**config.mk**
```make
export PLATFORM = sky130hd
export DESIGN_NAME = bmrc_top
export DESIGN_NICKNAME = d
export VERILOG_FILES = /design/src/core/bmrc_pkg.sv /design/src/core/bmrc_if.sv /design/src/core/bmrc_debounce.sv /design/src/core/bmrc_top.sv
export VERILOG_INCLUDE_DIRS = /design/src /design/src/core
export SDC_FILE = /design/constraint.sdc
export NUM_CORES = 1
export LEC_CHECK = 0
export BUFFER_PORTS_ARGS = -buffer_cell sky130_fd_sc_hd__buf_2
export CORE_ASPECT_RATIO = 1.1
export CORE_UTILIZATION = 40
export DETAILED_ROUTE_END_ITERATION = 7
export PLACE_DENSITY_LB_ADDON = 0.2
export SLEW_MARGIN = 25
export SYNTH_ARGS = -nofsm -noshare
export SYNTH_HDL_FRONTEND = slang
export SYNTH_HIERARCHICAL = 1
export SYNTH_SLANG_ARGS = --single-unit
```
**constraint.sdc**
```tcl
create_clock -name i_sys_clk -period 2.6 [get_ports i_sys_clk]
set_clock_uncertainty 0.2 [all_clocks]
set_input_delay 0.52 -clock i_sys_clk [delete_from_list [all_inputs] [get_ports i_sys_clk]]
set_output_delay 0.52 -clock i_sys_clk [all_outputs]
set_load 0.03 [all_outputs]
```
**src/core/bmrc_regs.svh**
```systemverilog
// Register offsets, field positions, reset values and timing counts
`ifndef BMRC_REGS_SVH
`define BMRC_REGS_SVH

// ==========================================================
// Timing
`define BMRC_CLK_HZ 64'd10000000
`define BMRC_RST_MS 64'd500
`define BMRC_DEB_US 64'd10000
`define BMRC_NMI_US 64'd10
// Reset must be strictly longer than the printed time, so one cycle is added
`define BMRC_RST_CYC (((`BMRC_RST_MS * `BMRC_CLK_HZ) / 64'd1000) + 64'd1)
`define BMRC_DEB_CYC (((`BMRC_DEB_US * `BMRC_CLK_HZ) + 64'd999999) / 64'd1000000)
`define BMRC_NMI_CYC (((`BMRC_NMI_US * `BMRC_CLK_HZ) + 64'd999999) / 64'd1000000)

// ==========================================================
// Fixed boot mode number
`define BMRC_BOOT_MODE 4'h3

// ==========================================================
// Register byte offsets
`define BMRC_OFS_CTRL 4'h0
`define BMRC_OFS_STAT 4'h4
`define BMRC_OFS_NMIC 4'h8
`define BMRC_OFS_TMR 4'hC

// ==========================================================
// Control fields and reset value
`define BMRC_CTRL_BOOT 0
`define BMRC_CTRL_RST 1
`define BMRC_CTRL_NMIEN 2
`define BMRC_NMIEN_RST 1'h1

// ==========================================================
// Debounced input lanes
`define BMRC_IN_RST 0
`define BMRC_IN_BOOT 1
`define BMRC_IN_NMI 2
`define BMRC_IN_CTS 3

`endif

```
**src/core/bmrc_pkg.sv**
```systemverilog
// Types shared by the boot mode reset controller
package bmrc_pkg;

	// ==========================================================
	// Sequencer states, one-hot
	typedef enum logic [3:0] {
		BMRC_ST_USR_RST = 4'h1,
		BMRC_ST_USR_RUN = 4'h2,
		BMRC_ST_BOOT_RST = 4'h4,
		BMRC_ST_BOOT_RUN = 4'h8
	} bmrc_state_t;

	typedef logic [3:0] bmrc_lanes_t;

endpackage : bmrc_pkg

```
**src/core/bmrc_if.sv**
```systemverilog
// Raw and conditioned control inputs between top and input conditioner
interface bmrc_if;
	logic [3:0] raw;
	logic [3:0] level;
	logic [3:0] press;

	modport deb (input raw, output level, press);
	modport ctl (output raw, input level, press);
endinterface : bmrc_if

```
**src/core/bmrc_debounce.sv**
```systemverilog
// Synchroniser and debouncer for the button and handshake inputs
`include "bmrc_regs.svh"
module bmrc_debounce import bmrc_pkg::*; #(
	parameter int unsigned DEB_CYC = int'(`BMRC_DEB_CYC)
) (
	// Clock, reset, enable
	input wire logic i_sys_clk,
	input wire logic i_nrst,
	input wire logic i_clk_en,
	// Inputs in, clean levels and press pulses out
	bmrc_if.deb io
);

	localparam int CW = $clog2(DEB_CYC + 1);

	typedef struct packed {
		bmrc_lanes_t s1;
		bmrc_lanes_t s2;
		bmrc_lanes_t lvl;
		bmrc_lanes_t prs;
		logic [3:0][CW-1:0] cnt;
	} bmrc_deb_t;

	bmrc_deb_t r;
	bmrc_deb_t n;

	// ==========================================================
	// Filter: a lane changes only after staying put for the full count
	always_comb begin
		n = r;
		n.s1 = io.raw;
		n.s2 = r.s1;
		n.prs = '0;
		for (int i = 0; i < 4; i++) begin
			if (r.s2[i] != r.lvl[i]) begin
				if (r.cnt[i] == CW'(DEB_CYC - 1)) begin
					n.lvl[i] = r.s2[i];
					n.cnt[i] = '0;
					n.prs[i] = r.s2[i];
				end else begin
					n.cnt[i] = r.cnt[i] + CW'(1);
				end
			end else begin
				n.cnt[i] = '0;
			end
		end
	end

	always_ff @(posedge i_sys_clk or negedge i_nrst) begin
		if (!i_nrst) begin
			r <= '0;
		end else if (i_clk_en) begin
			r <= n;
		end
	end

	assign io.level = r.lvl;
	assign io.press = r.prs;

endmodule : bmrc_debounce

```
**src/core/bmrc_top.sv**
```systemverilog
// Boot mode reset controller: reset, NMI and mode-select sequencing
// ==========================================================
// Notes on behaviour
// - Power-up starts a timed target reset
// - Reset ends in user mode
// - One debounced NMI pulse per press in user run
// - Boot press starts a full timed reset
// - Boot mode driven throughout boot reset
// - Boot press during user reset only restarts timer
// - Boot mode value fixed at three
// - Mode lines released by output enable
// - Every reset lasts over 500 ms
// - New activation during reset restarts timer
// - Held reset, boot or host input holds reset, then 500 ms
// - Four states, two user, two boot
// - First state holds reset until expiry
// - Second state waits for control event
// - Host low request toggles boot and user
// - Ready line high in boot mode
// - Mode applied while reset held
// - Four mode lines carry mode bits
`include "bmrc_regs.svh"
module bmrc_top import bmrc_pkg::*; #(
	parameter int unsigned RST_CYC = int'(`BMRC_RST_CYC),
	parameter int unsigned DEB_CYC = int'(`BMRC_DEB_CYC),
	parameter int unsigned NMI_CYC = int'(`BMRC_NMI_CYC)
) (
	// Clock, reset, enable
	input wire logic i_sys_clk,
	input wire logic i_nrst,
	input wire logic i_clk_en,
	// Buttons and host handshake, all active low
	input wire logic i_rst_btn_n,
	input wire logic i_boot_btn_n,
	input wire logic i_nmi_btn_n,
	input wire logic i_cts_n,
	// Host handshake feedback
	output logic o_rts,
	// Target reset and NMI, active low
	output logic o_tgt_rst_n,
	output logic o_tgt_nmi_n,
	// Target mode-select lines and their common enable
	output logic o_mode_select_bit0,
	output logic o_mode_select_bit1,
	output logic o_mode_select_bit2,
	output logic o_mode_select_bit3,
	output logic o_mode_select_oe,
	// Avalon-MM slave
	input wire logic [3:0] i_avs_address,
	input wire logic i_avs_read,
	input wire logic i_avs_write,
	input wire logic [3:0] i_avs_byteenable,
	input wire logic [31:0] i_avs_writedata,
	output logic [31:0] o_avs_readdata,
	output logic o_avs_waitrequest
);

	localparam int TW = $clog2(RST_CYC + 1);
	localparam int NW = $clog2(NMI_CYC + 1);

	typedef struct packed {
		bmrc_state_t st;
		logic [TW-1:0] tmr;
		logic rst_n;
		logic [3:0] md;
		logic md_oe;
		logic rts;
		logic nmi_n;
		logic [NW-1:0] nmi_tmr;
		logic [7:0] nmi_cnt;
		logic nmi_en;
		logic sw_boot;
		logic sw_rst;
		logic wreq;
		logic [31:0] rdata;
	} bmrc_top_t;

	localparam bmrc_top_t RST_VAL = '{
		st: BMRC_ST_USR_RST,
		tmr: TW'(RST_CYC),
		rst_n: 1'b0,
		md: 4'h0,
		md_oe: 1'b0,
		rts: 1'b0,
		nmi_n: 1'b1,
		nmi_tmr: '0,
		nmi_cnt: 8'h00,
		nmi_en: `BMRC_NMIEN_RST,
		sw_boot: 1'b0,
		sw_rst: 1'b0,
		wreq: 1'b1,
		rdata: 32'h0000_0000
	};

	bmrc_top_t r;
	bmrc_top_t n;
	bmrc_if u_if();

	logic rst_ev;
	logic boot_ev;
	logic cts_ev;
	logic hold;

	// ==========================================================
	// Address decode shared by reads and writes
	function automatic logic hit(input logic [3:0] a, input logic [3:0] ofs);
		hit = (a == ofs);
	endfunction : hit

	// ==========================================================
	// Input conditioning
	assign u_if.raw = {~i_cts_n, ~i_nmi_btn_n, ~i_boot_btn_n, ~i_rst_btn_n};

	bmrc_debounce #(
		.DEB_CYC(DEB_CYC)
	) u_deb (
		.i_sys_clk(i_sys_clk),
		.i_nrst(i_nrst),
		.i_clk_en(i_clk_en),
		.io(u_if.deb)
	);

	// ==========================================================
	// Control events; software requests act like button presses
	always_comb begin
		rst_ev = u_if.press[`BMRC_IN_RST] | r.sw_rst;
		boot_ev = u_if.press[`BMRC_IN_BOOT] | r.sw_boot;
		cts_ev = u_if.press[`BMRC_IN_CTS];
		hold = u_if.level[`BMRC_IN_RST] | u_if.level[`BMRC_IN_BOOT]
			| u_if.level[`BMRC_IN_CTS];
	end

	// ==========================================================
	// Next state
	always_comb begin
		n = r;
		n.sw_boot = 1'b0;
		n.sw_rst = 1'b0;

		// Sequencer
		case (r.st)
			BMRC_ST_USR_RST: begin
				// Boot and host requests only stretch a user reset
				if (hold || rst_ev || boot_ev || cts_ev) begin
					n.tmr = TW'(RST_CYC);
				end else if (r.tmr == '0) begin
					n.st = BMRC_ST_USR_RUN;
				end else begin
					n.tmr = r.tmr - TW'(1);
				end
			end
			BMRC_ST_USR_RUN: begin
				if (rst_ev) begin
					n.st = BMRC_ST_USR_RST;
					n.tmr = TW'(RST_CYC);
				end else if (boot_ev || cts_ev) begin
					n.st = BMRC_ST_BOOT_RST;
					n.tmr = TW'(RST_CYC);
				end
			end
			BMRC_ST_BOOT_RST: begin
				if (rst_ev) begin
					n.st = BMRC_ST_USR_RST;
					n.tmr = TW'(RST_CYC);
				end else if (hold || boot_ev || cts_ev) begin
					n.tmr = TW'(RST_CYC);
				end else if (r.tmr == '0) begin
					n.st = BMRC_ST_BOOT_RUN;
				end else begin
					n.tmr = r.tmr - TW'(1);
				end
			end
			BMRC_ST_BOOT_RUN: begin
				if (rst_ev || cts_ev) begin
					n.st = BMRC_ST_USR_RST;
					n.tmr = TW'(RST_CYC);
				end else if (boot_ev) begin
					n.st = BMRC_ST_BOOT_RST;
					n.tmr = TW'(RST_CYC);
				end
			end
			default: begin
				n.st = BMRC_ST_USR_RST;
				n.tmr = TW'(RST_CYC);
			end
		endcase

		// Pin levels follow the next state so they change with it
		n.rst_n = (n.st == BMRC_ST_USR_RUN) || (n.st == BMRC_ST_BOOT_RUN);
		n.md_oe = (n.st == BMRC_ST_BOOT_RST);
		n.md = n.md_oe ? `BMRC_BOOT_MODE : 4'h0;
		n.rts = (n.st == BMRC_ST_BOOT_RST) || (n.st == BMRC_ST_BOOT_RUN);

		// NMI pulse, only while running in user mode
		if (n.st != BMRC_ST_USR_RUN || r.st != BMRC_ST_USR_RUN) begin
			n.nmi_tmr = '0;
		end else if (u_if.press[`BMRC_IN_NMI] && r.nmi_en && r.nmi_tmr == '0) begin
			n.nmi_tmr = NW'(NMI_CYC);
			n.nmi_cnt = r.nmi_cnt + 8'h01;
		end else if (r.nmi_tmr != '0) begin
			n.nmi_tmr = r.nmi_tmr - NW'(1);
		end
		n.nmi_n = (n.nmi_tmr == '0);

		// Bus slave: answer one cycle after the request is seen
		if ((i_avs_read || i_avs_write) && r.wreq) begin
			n.wreq = 1'b0;
			n.rdata = 32'h0000_0000;
			if (i_avs_read) begin
				if (hit(i_avs_address, `BMRC_OFS_CTRL)) begin
					n.rdata[`BMRC_CTRL_NMIEN] = r.nmi_en;
				end else if (hit(i_avs_address, `BMRC_OFS_STAT)) begin
					n.rdata[6:0] = {r.md_oe, ~r.rst_n, r.rts, r.st};
				end else if (hit(i_avs_address, `BMRC_OFS_NMIC)) begin
					n.rdata[7:0] = r.nmi_cnt;
				end else if (hit(i_avs_address, `BMRC_OFS_TMR)) begin
					n.rdata = 32'(r.tmr);
				end
			end
		end else begin
			n.wreq = 1'b1;
		end

		// Writes land at the edge where waitrequest is seen low
		if (i_avs_write && !r.wreq && i_avs_byteenable[0]) begin
			if (hit(i_avs_address, `BMRC_OFS_CTRL)) begin
				n.sw_boot = i_avs_writedata[`BMRC_CTRL_BOOT];
				n.sw_rst = i_avs_writedata[`BMRC_CTRL_RST];
				n.nmi_en = i_avs_writedata[`BMRC_CTRL_NMIEN];
			end
		end
	end

	// ==========================================================
	// State register; power-up is the asynchronous reset
	always_ff @(posedge i_sys_clk or negedge i_nrst) begin
		if (!i_nrst) begin
			r <= RST_VAL;
		end else if (i_clk_en) begin
			r <= n;
		end
	end

	// ==========================================================
	// Outputs
	assign o_rts = r.rts;
	assign o_tgt_rst_n = r.rst_n;
	assign o_tgt_nmi_n = r.nmi_n;
	assign o_mode_select_bit0 = r.md[0];
	assign o_mode_select_bit1 = r.md[1];
	assign o_mode_select_bit2 = r.md[2];
	assign o_mode_select_bit3 = r.md[3];
	assign o_mode_select_oe = r.md_oe;
	assign o_avs_readdata = r.rdata;
	assign o_avs_waitrequest = r.wreq;

endmodule : bmrc_top

```
# After elaboration in Yosys (flattened, before gate mapping)

Index checks and enable logic that the tools add are counted.
Widths: inputs -> output; s select.

Register bits: 170
Output and inout port bits: 41
Logic and storage cells: 139

$add $sub $neg: 7
Equal/unequal tests: 22
Muxes and demuxes: 45
Bitwise operators: 10
Reduce and logical (&&, ||, !) cells: 30

Operators by type and width:

| kind                  | number |
|---|---|
| $mux 17               | 8 |
| $mux 27               | 5 |
| $pmux 27 s4           | 1 |
| $mux 23               | 4 |
| $add 17x1->17 const B | 4 |
| $eq 17x17->1 const B  | 4 |
| $mux 32               | 1 |
| $mux 7                | 4 |
| $logic_not 23->1      | 1 |
| $sub 23x1->23 const B | 1 |
| $reduce_and 3->1      | 7 |
| $mux 20               | 1 |
| $eq 4x4->1 const B    | 4 |
| $mux 16               | 1 |
| $mux 4                | 4 |
| $mux 15               | 1 |
| $logic_not 7->1       | 2 |
| $eq 4x3->1 const B    | 3 |
| $logic_or 1x1->1      | 11 |
| $mux 1                | 10 |
| $add 8x1->8 const B   | 1 |
| $eq 4x2->1 const B    | 2 |
| $mux 2                | 4 |
| $mux 8                | 1 |
| 12 further kinds      | 29 |

# Longest topological paths before layout

Depth after elaboration: 11
Depth in mapped cells: 8
Depth with buffers taken out: 7

# Hierarchy

Netlist, hierarchy kept.

By module, submodules not included:

| module        | instances | cells an instance | area an instance (um^2) | sequential area each (um^2) |
|---|---|---|---|---|
| bmrc_debounce | 1         | 474               | 4471.8                  | 2102.0 |
| bmrc_top      | 1         | 465               | 4265.3                  | 1843.0 |

# Least setup slack after synthesis

Ideal clock, no wire load.

Kind: flip-flop to flip-flop
Start: register, netlist name r[60]
End: register, netlist name r[60]
Setup time: 0.095 ns
Data arrival time: 2.395 ns
Path slack: -0.091 ns
Cell stages (with the launch flop): 9
Cell sequence: dfrtp_1 -> inv_1 -> ha_1 -> or4b_2 -> or4b_1 -> clkbuf_1 -> o31ai_1 -> nand2_1 -> o31ai_1

==> key figures <==
Routing
  – Initial DRC Count: roughly 280
  – Post-Route WL: 19600 µm
  – Vias/cell: between 5 and 6
  – Drt drc: 0
  – Routed Antenna Nets: 0
  – WL/cell: around 15 µm
  – Total vias in the final route: around 7100
  – Drt first pass iters: 4

Clocking
  – CTS buffer count: 17
  – Clock Pin Slew Worst Setup and Hold Paths: about 0.06 ns
  – Worst-Skew Late Latency: between 0.4 and 0.5 ns
  – TritonCTS clock tree: done
  – TritonCTS Sinks: around 160
  – CTS H-tree depth: 4
  – Root Buffer: clkbuf_16
  – CTS max path bufs: 2

Worst setup path
  – WP data arrival: about 2.6 ns
  – Most used cell, CP: or4b_4
  – CP Capture Type: flip-flop
  – Worst-path fanout max: 5
  – Crit path largest cell delay: approximately 0.54 ns
  – Crit path launch type: flip-flop
  – Critical Path RT: 2.73 ns
  – R2r setup slk: just under 0.09 ns
  – Kind of critical path: reg2reg
  – Crit-path cells: inv_1, ha_2, or4b_4, or4b_4, buf_6, o31ai_4, nand2_1, o31ai_2
  – Slowest library cell on the worst path: or4b_4

Place
  – Gpl congestion: 0.839
  – Port Buf Inserts: 46
  – Placed wire-length estimate: approximately 14000 µm

GRT
  – GRT Resource Usage Total: between 10% and 20%
  – Largest net degree at the start of global routing: 52
  – Congestion Overflow GR: 0
  – First-pass GRT wire length: 33000 µm
  – Initial antenna violation count: 0
  – Vias in the first global route: 6650

Pwr
  – Leak pwr: about 4.4 nW
  – Total power: between 6 and 7 mW
  – PwrDens: around 680 nW/µm²
  – Peak VDD IR: 0.473 mV

Timing
  – Slew Limit Fails: 0
  – RSZ-0062 raised after global routing: yes
  – Slew headroom: between 60% and 70%
  – Final worst path period share: between 90 and 100%
  – Slew @ Worst Pin: just over 0.5 ns
  – Fmax: approximately 400 MHz
  – Final min period: approximately 2.5 ns
  – WHS: about 0.14 ns
  – Final Setup Violations: 0
  – Final Hold Vio Count: 0

Yosys
  – Synth Instances: 938
  – Synthesized area: slightly below 9000 µm²
  – Synth warn: 6
  – Mapped Avg Cell Area: roughly 9.3 µm²

Die
  – # rows: 56
  – Core ar.: 21400 µm²
  – Chip height: about 160 µm
  – Die area: about 22000 µm²
  – I/O pins: 90
  – Starting Density: 40.8%
  – Die width: ~140 µm

Hold path
  – Worst Hold Class: in2reg

Cells and area
  – Layout cells sized above 1: about a fifth
  – Ant diodes: 0
  – Layout Nets: 1057
  – P&R area growth vs syn: 15.6%
  – Fillers: about 2100

Job
  – Max-Cap Viols: 0

Outcome
  – Status: finished, final reports clean
[stage by stage]
| stage | cell area [µm²] | utilization (%) | instances | TNS, ns | setup WS, ns |
|---|---|---|---|---|---|
| final | 10100 | 47.2 | 1301 | 0 | 0.0891 |
| after global routing | 10100 | 47.2 | 1301 | -0.00741 | -0.00409 |
| after CTS | 10100 | 47.1 | 1299 | 0 | 0.0293 |
| after global placement | 9430 | 44.1 | 1267 | -1.34 | -0.142 |
| after detailed placement | 9430 | 44.1 | 1267 | -2.02 | -0.186 |
| after floorplan | 8770 | - | 948 | -0.165 | -0.0725 |
[state kept, by name, summed over array words and instances, names as in the netlist]
name	count
u_deb/io.press	4
u_deb/n	4
u_deb/r	72
o_tgt_nmi_n	1
r	45
o_tgt_rst_n	1
o_avs_readdata	23
o_mode_select_bit0	1
o_rts	1
u_deb/io.level	4
o_avs_waitrequest	1
[cell usage in the layout (no fill, tap or decap), types with 8 or more instances in the layout]
master and count:
dfrtp_1 144, a41oi_1 8, inv_1 34, o31ai_1 14
conb_1 11, mux2_2 15, nor2_1 60, buf_2 44
and3_1 14, ha_1 8, nor3_1 29, clkbuf_16 17
a21oi_1 49, mux2i_1 9, xor2_1 11, or3_1 19
o21ai_0 54, nand4_1 15, a22o_1 21, nor4_1 9
xnor2_1 15, buf_4 72, nand2_1 79, a31oi_1 48
dfstp_2 13, nand3_1 47
[critical path: cells and delay by family (launching register included)]
family                     cells  cell delay (ns)
and+or+nand+nor                3             1.09
DFF                            1             0.38
AOI/OAI and AO/OA              2             0.33
buffers and inverters          2             0.23
adders and majority gates      1             0.18
[cell type report]
type	count	area (µm²)	share of cell area, %
well taps	290	363	3.60
flip-flops and latches	157	3950	39.1
clock buffers	21	450	4.46
repair buffers	122	853	8.46
inverters	36	135	1.34
clock inverters	10	140	1.39
multi-input cells	665	4200	41.7
[where the power goes]
group | leakage (nW) | switching [mW] | internal (mW) | total [mW]
Combinational | 2.02 | 0.866 | 0.634 | 1.50
Clock | 0.280 | 0.984 | 1.53 | 2.51
Sequential | 2.10 | 0.183 | 2.66 | 2.84
Total | 4.40 | 2.03 | 4.82 | 6.86
[metal layers]
metal | global-route usage [%] | up-vias | wire length (µm)
li1 | - | 3550 | -
met1 | 25.1 | 3396 | 9960
met2 | 29.8 | 104 | 8910
met3 | 3.07 | 21 | 478
met4 | 6.04 | 0 | 258
met5 | 0 | - | 0
[repair_timing]
| item | in CTS | in global routing |
|---|---|---|
| pin swaps | 1 | 4 |
| setup endpoints to repair | 19 | 12 |
| hold endpoints to repair | 22 | 0 |
| hold buffers | 1 | 0 |
| buffers inserted | 0 | 2 |
| resized for setup | 8 | 7 |
[path summary, 6_finish.rpt]
path | from | endpoint | cells past startpoint
setup / recovery | r[60] | r[60] | 8
hold / removal | i_avs_writedata[0] | r[34] | 3
setup reg to reg | r[60] | r[60] | 8
hold reg to reg | o_avs_readdata[5] | o_avs_readdata[5] | 2
max in group asynchronous | i_nrst | r[81] | 3
min in group asynchronous | i_nrst | r[44] | 2
Power figures use the tool's default switching activity.
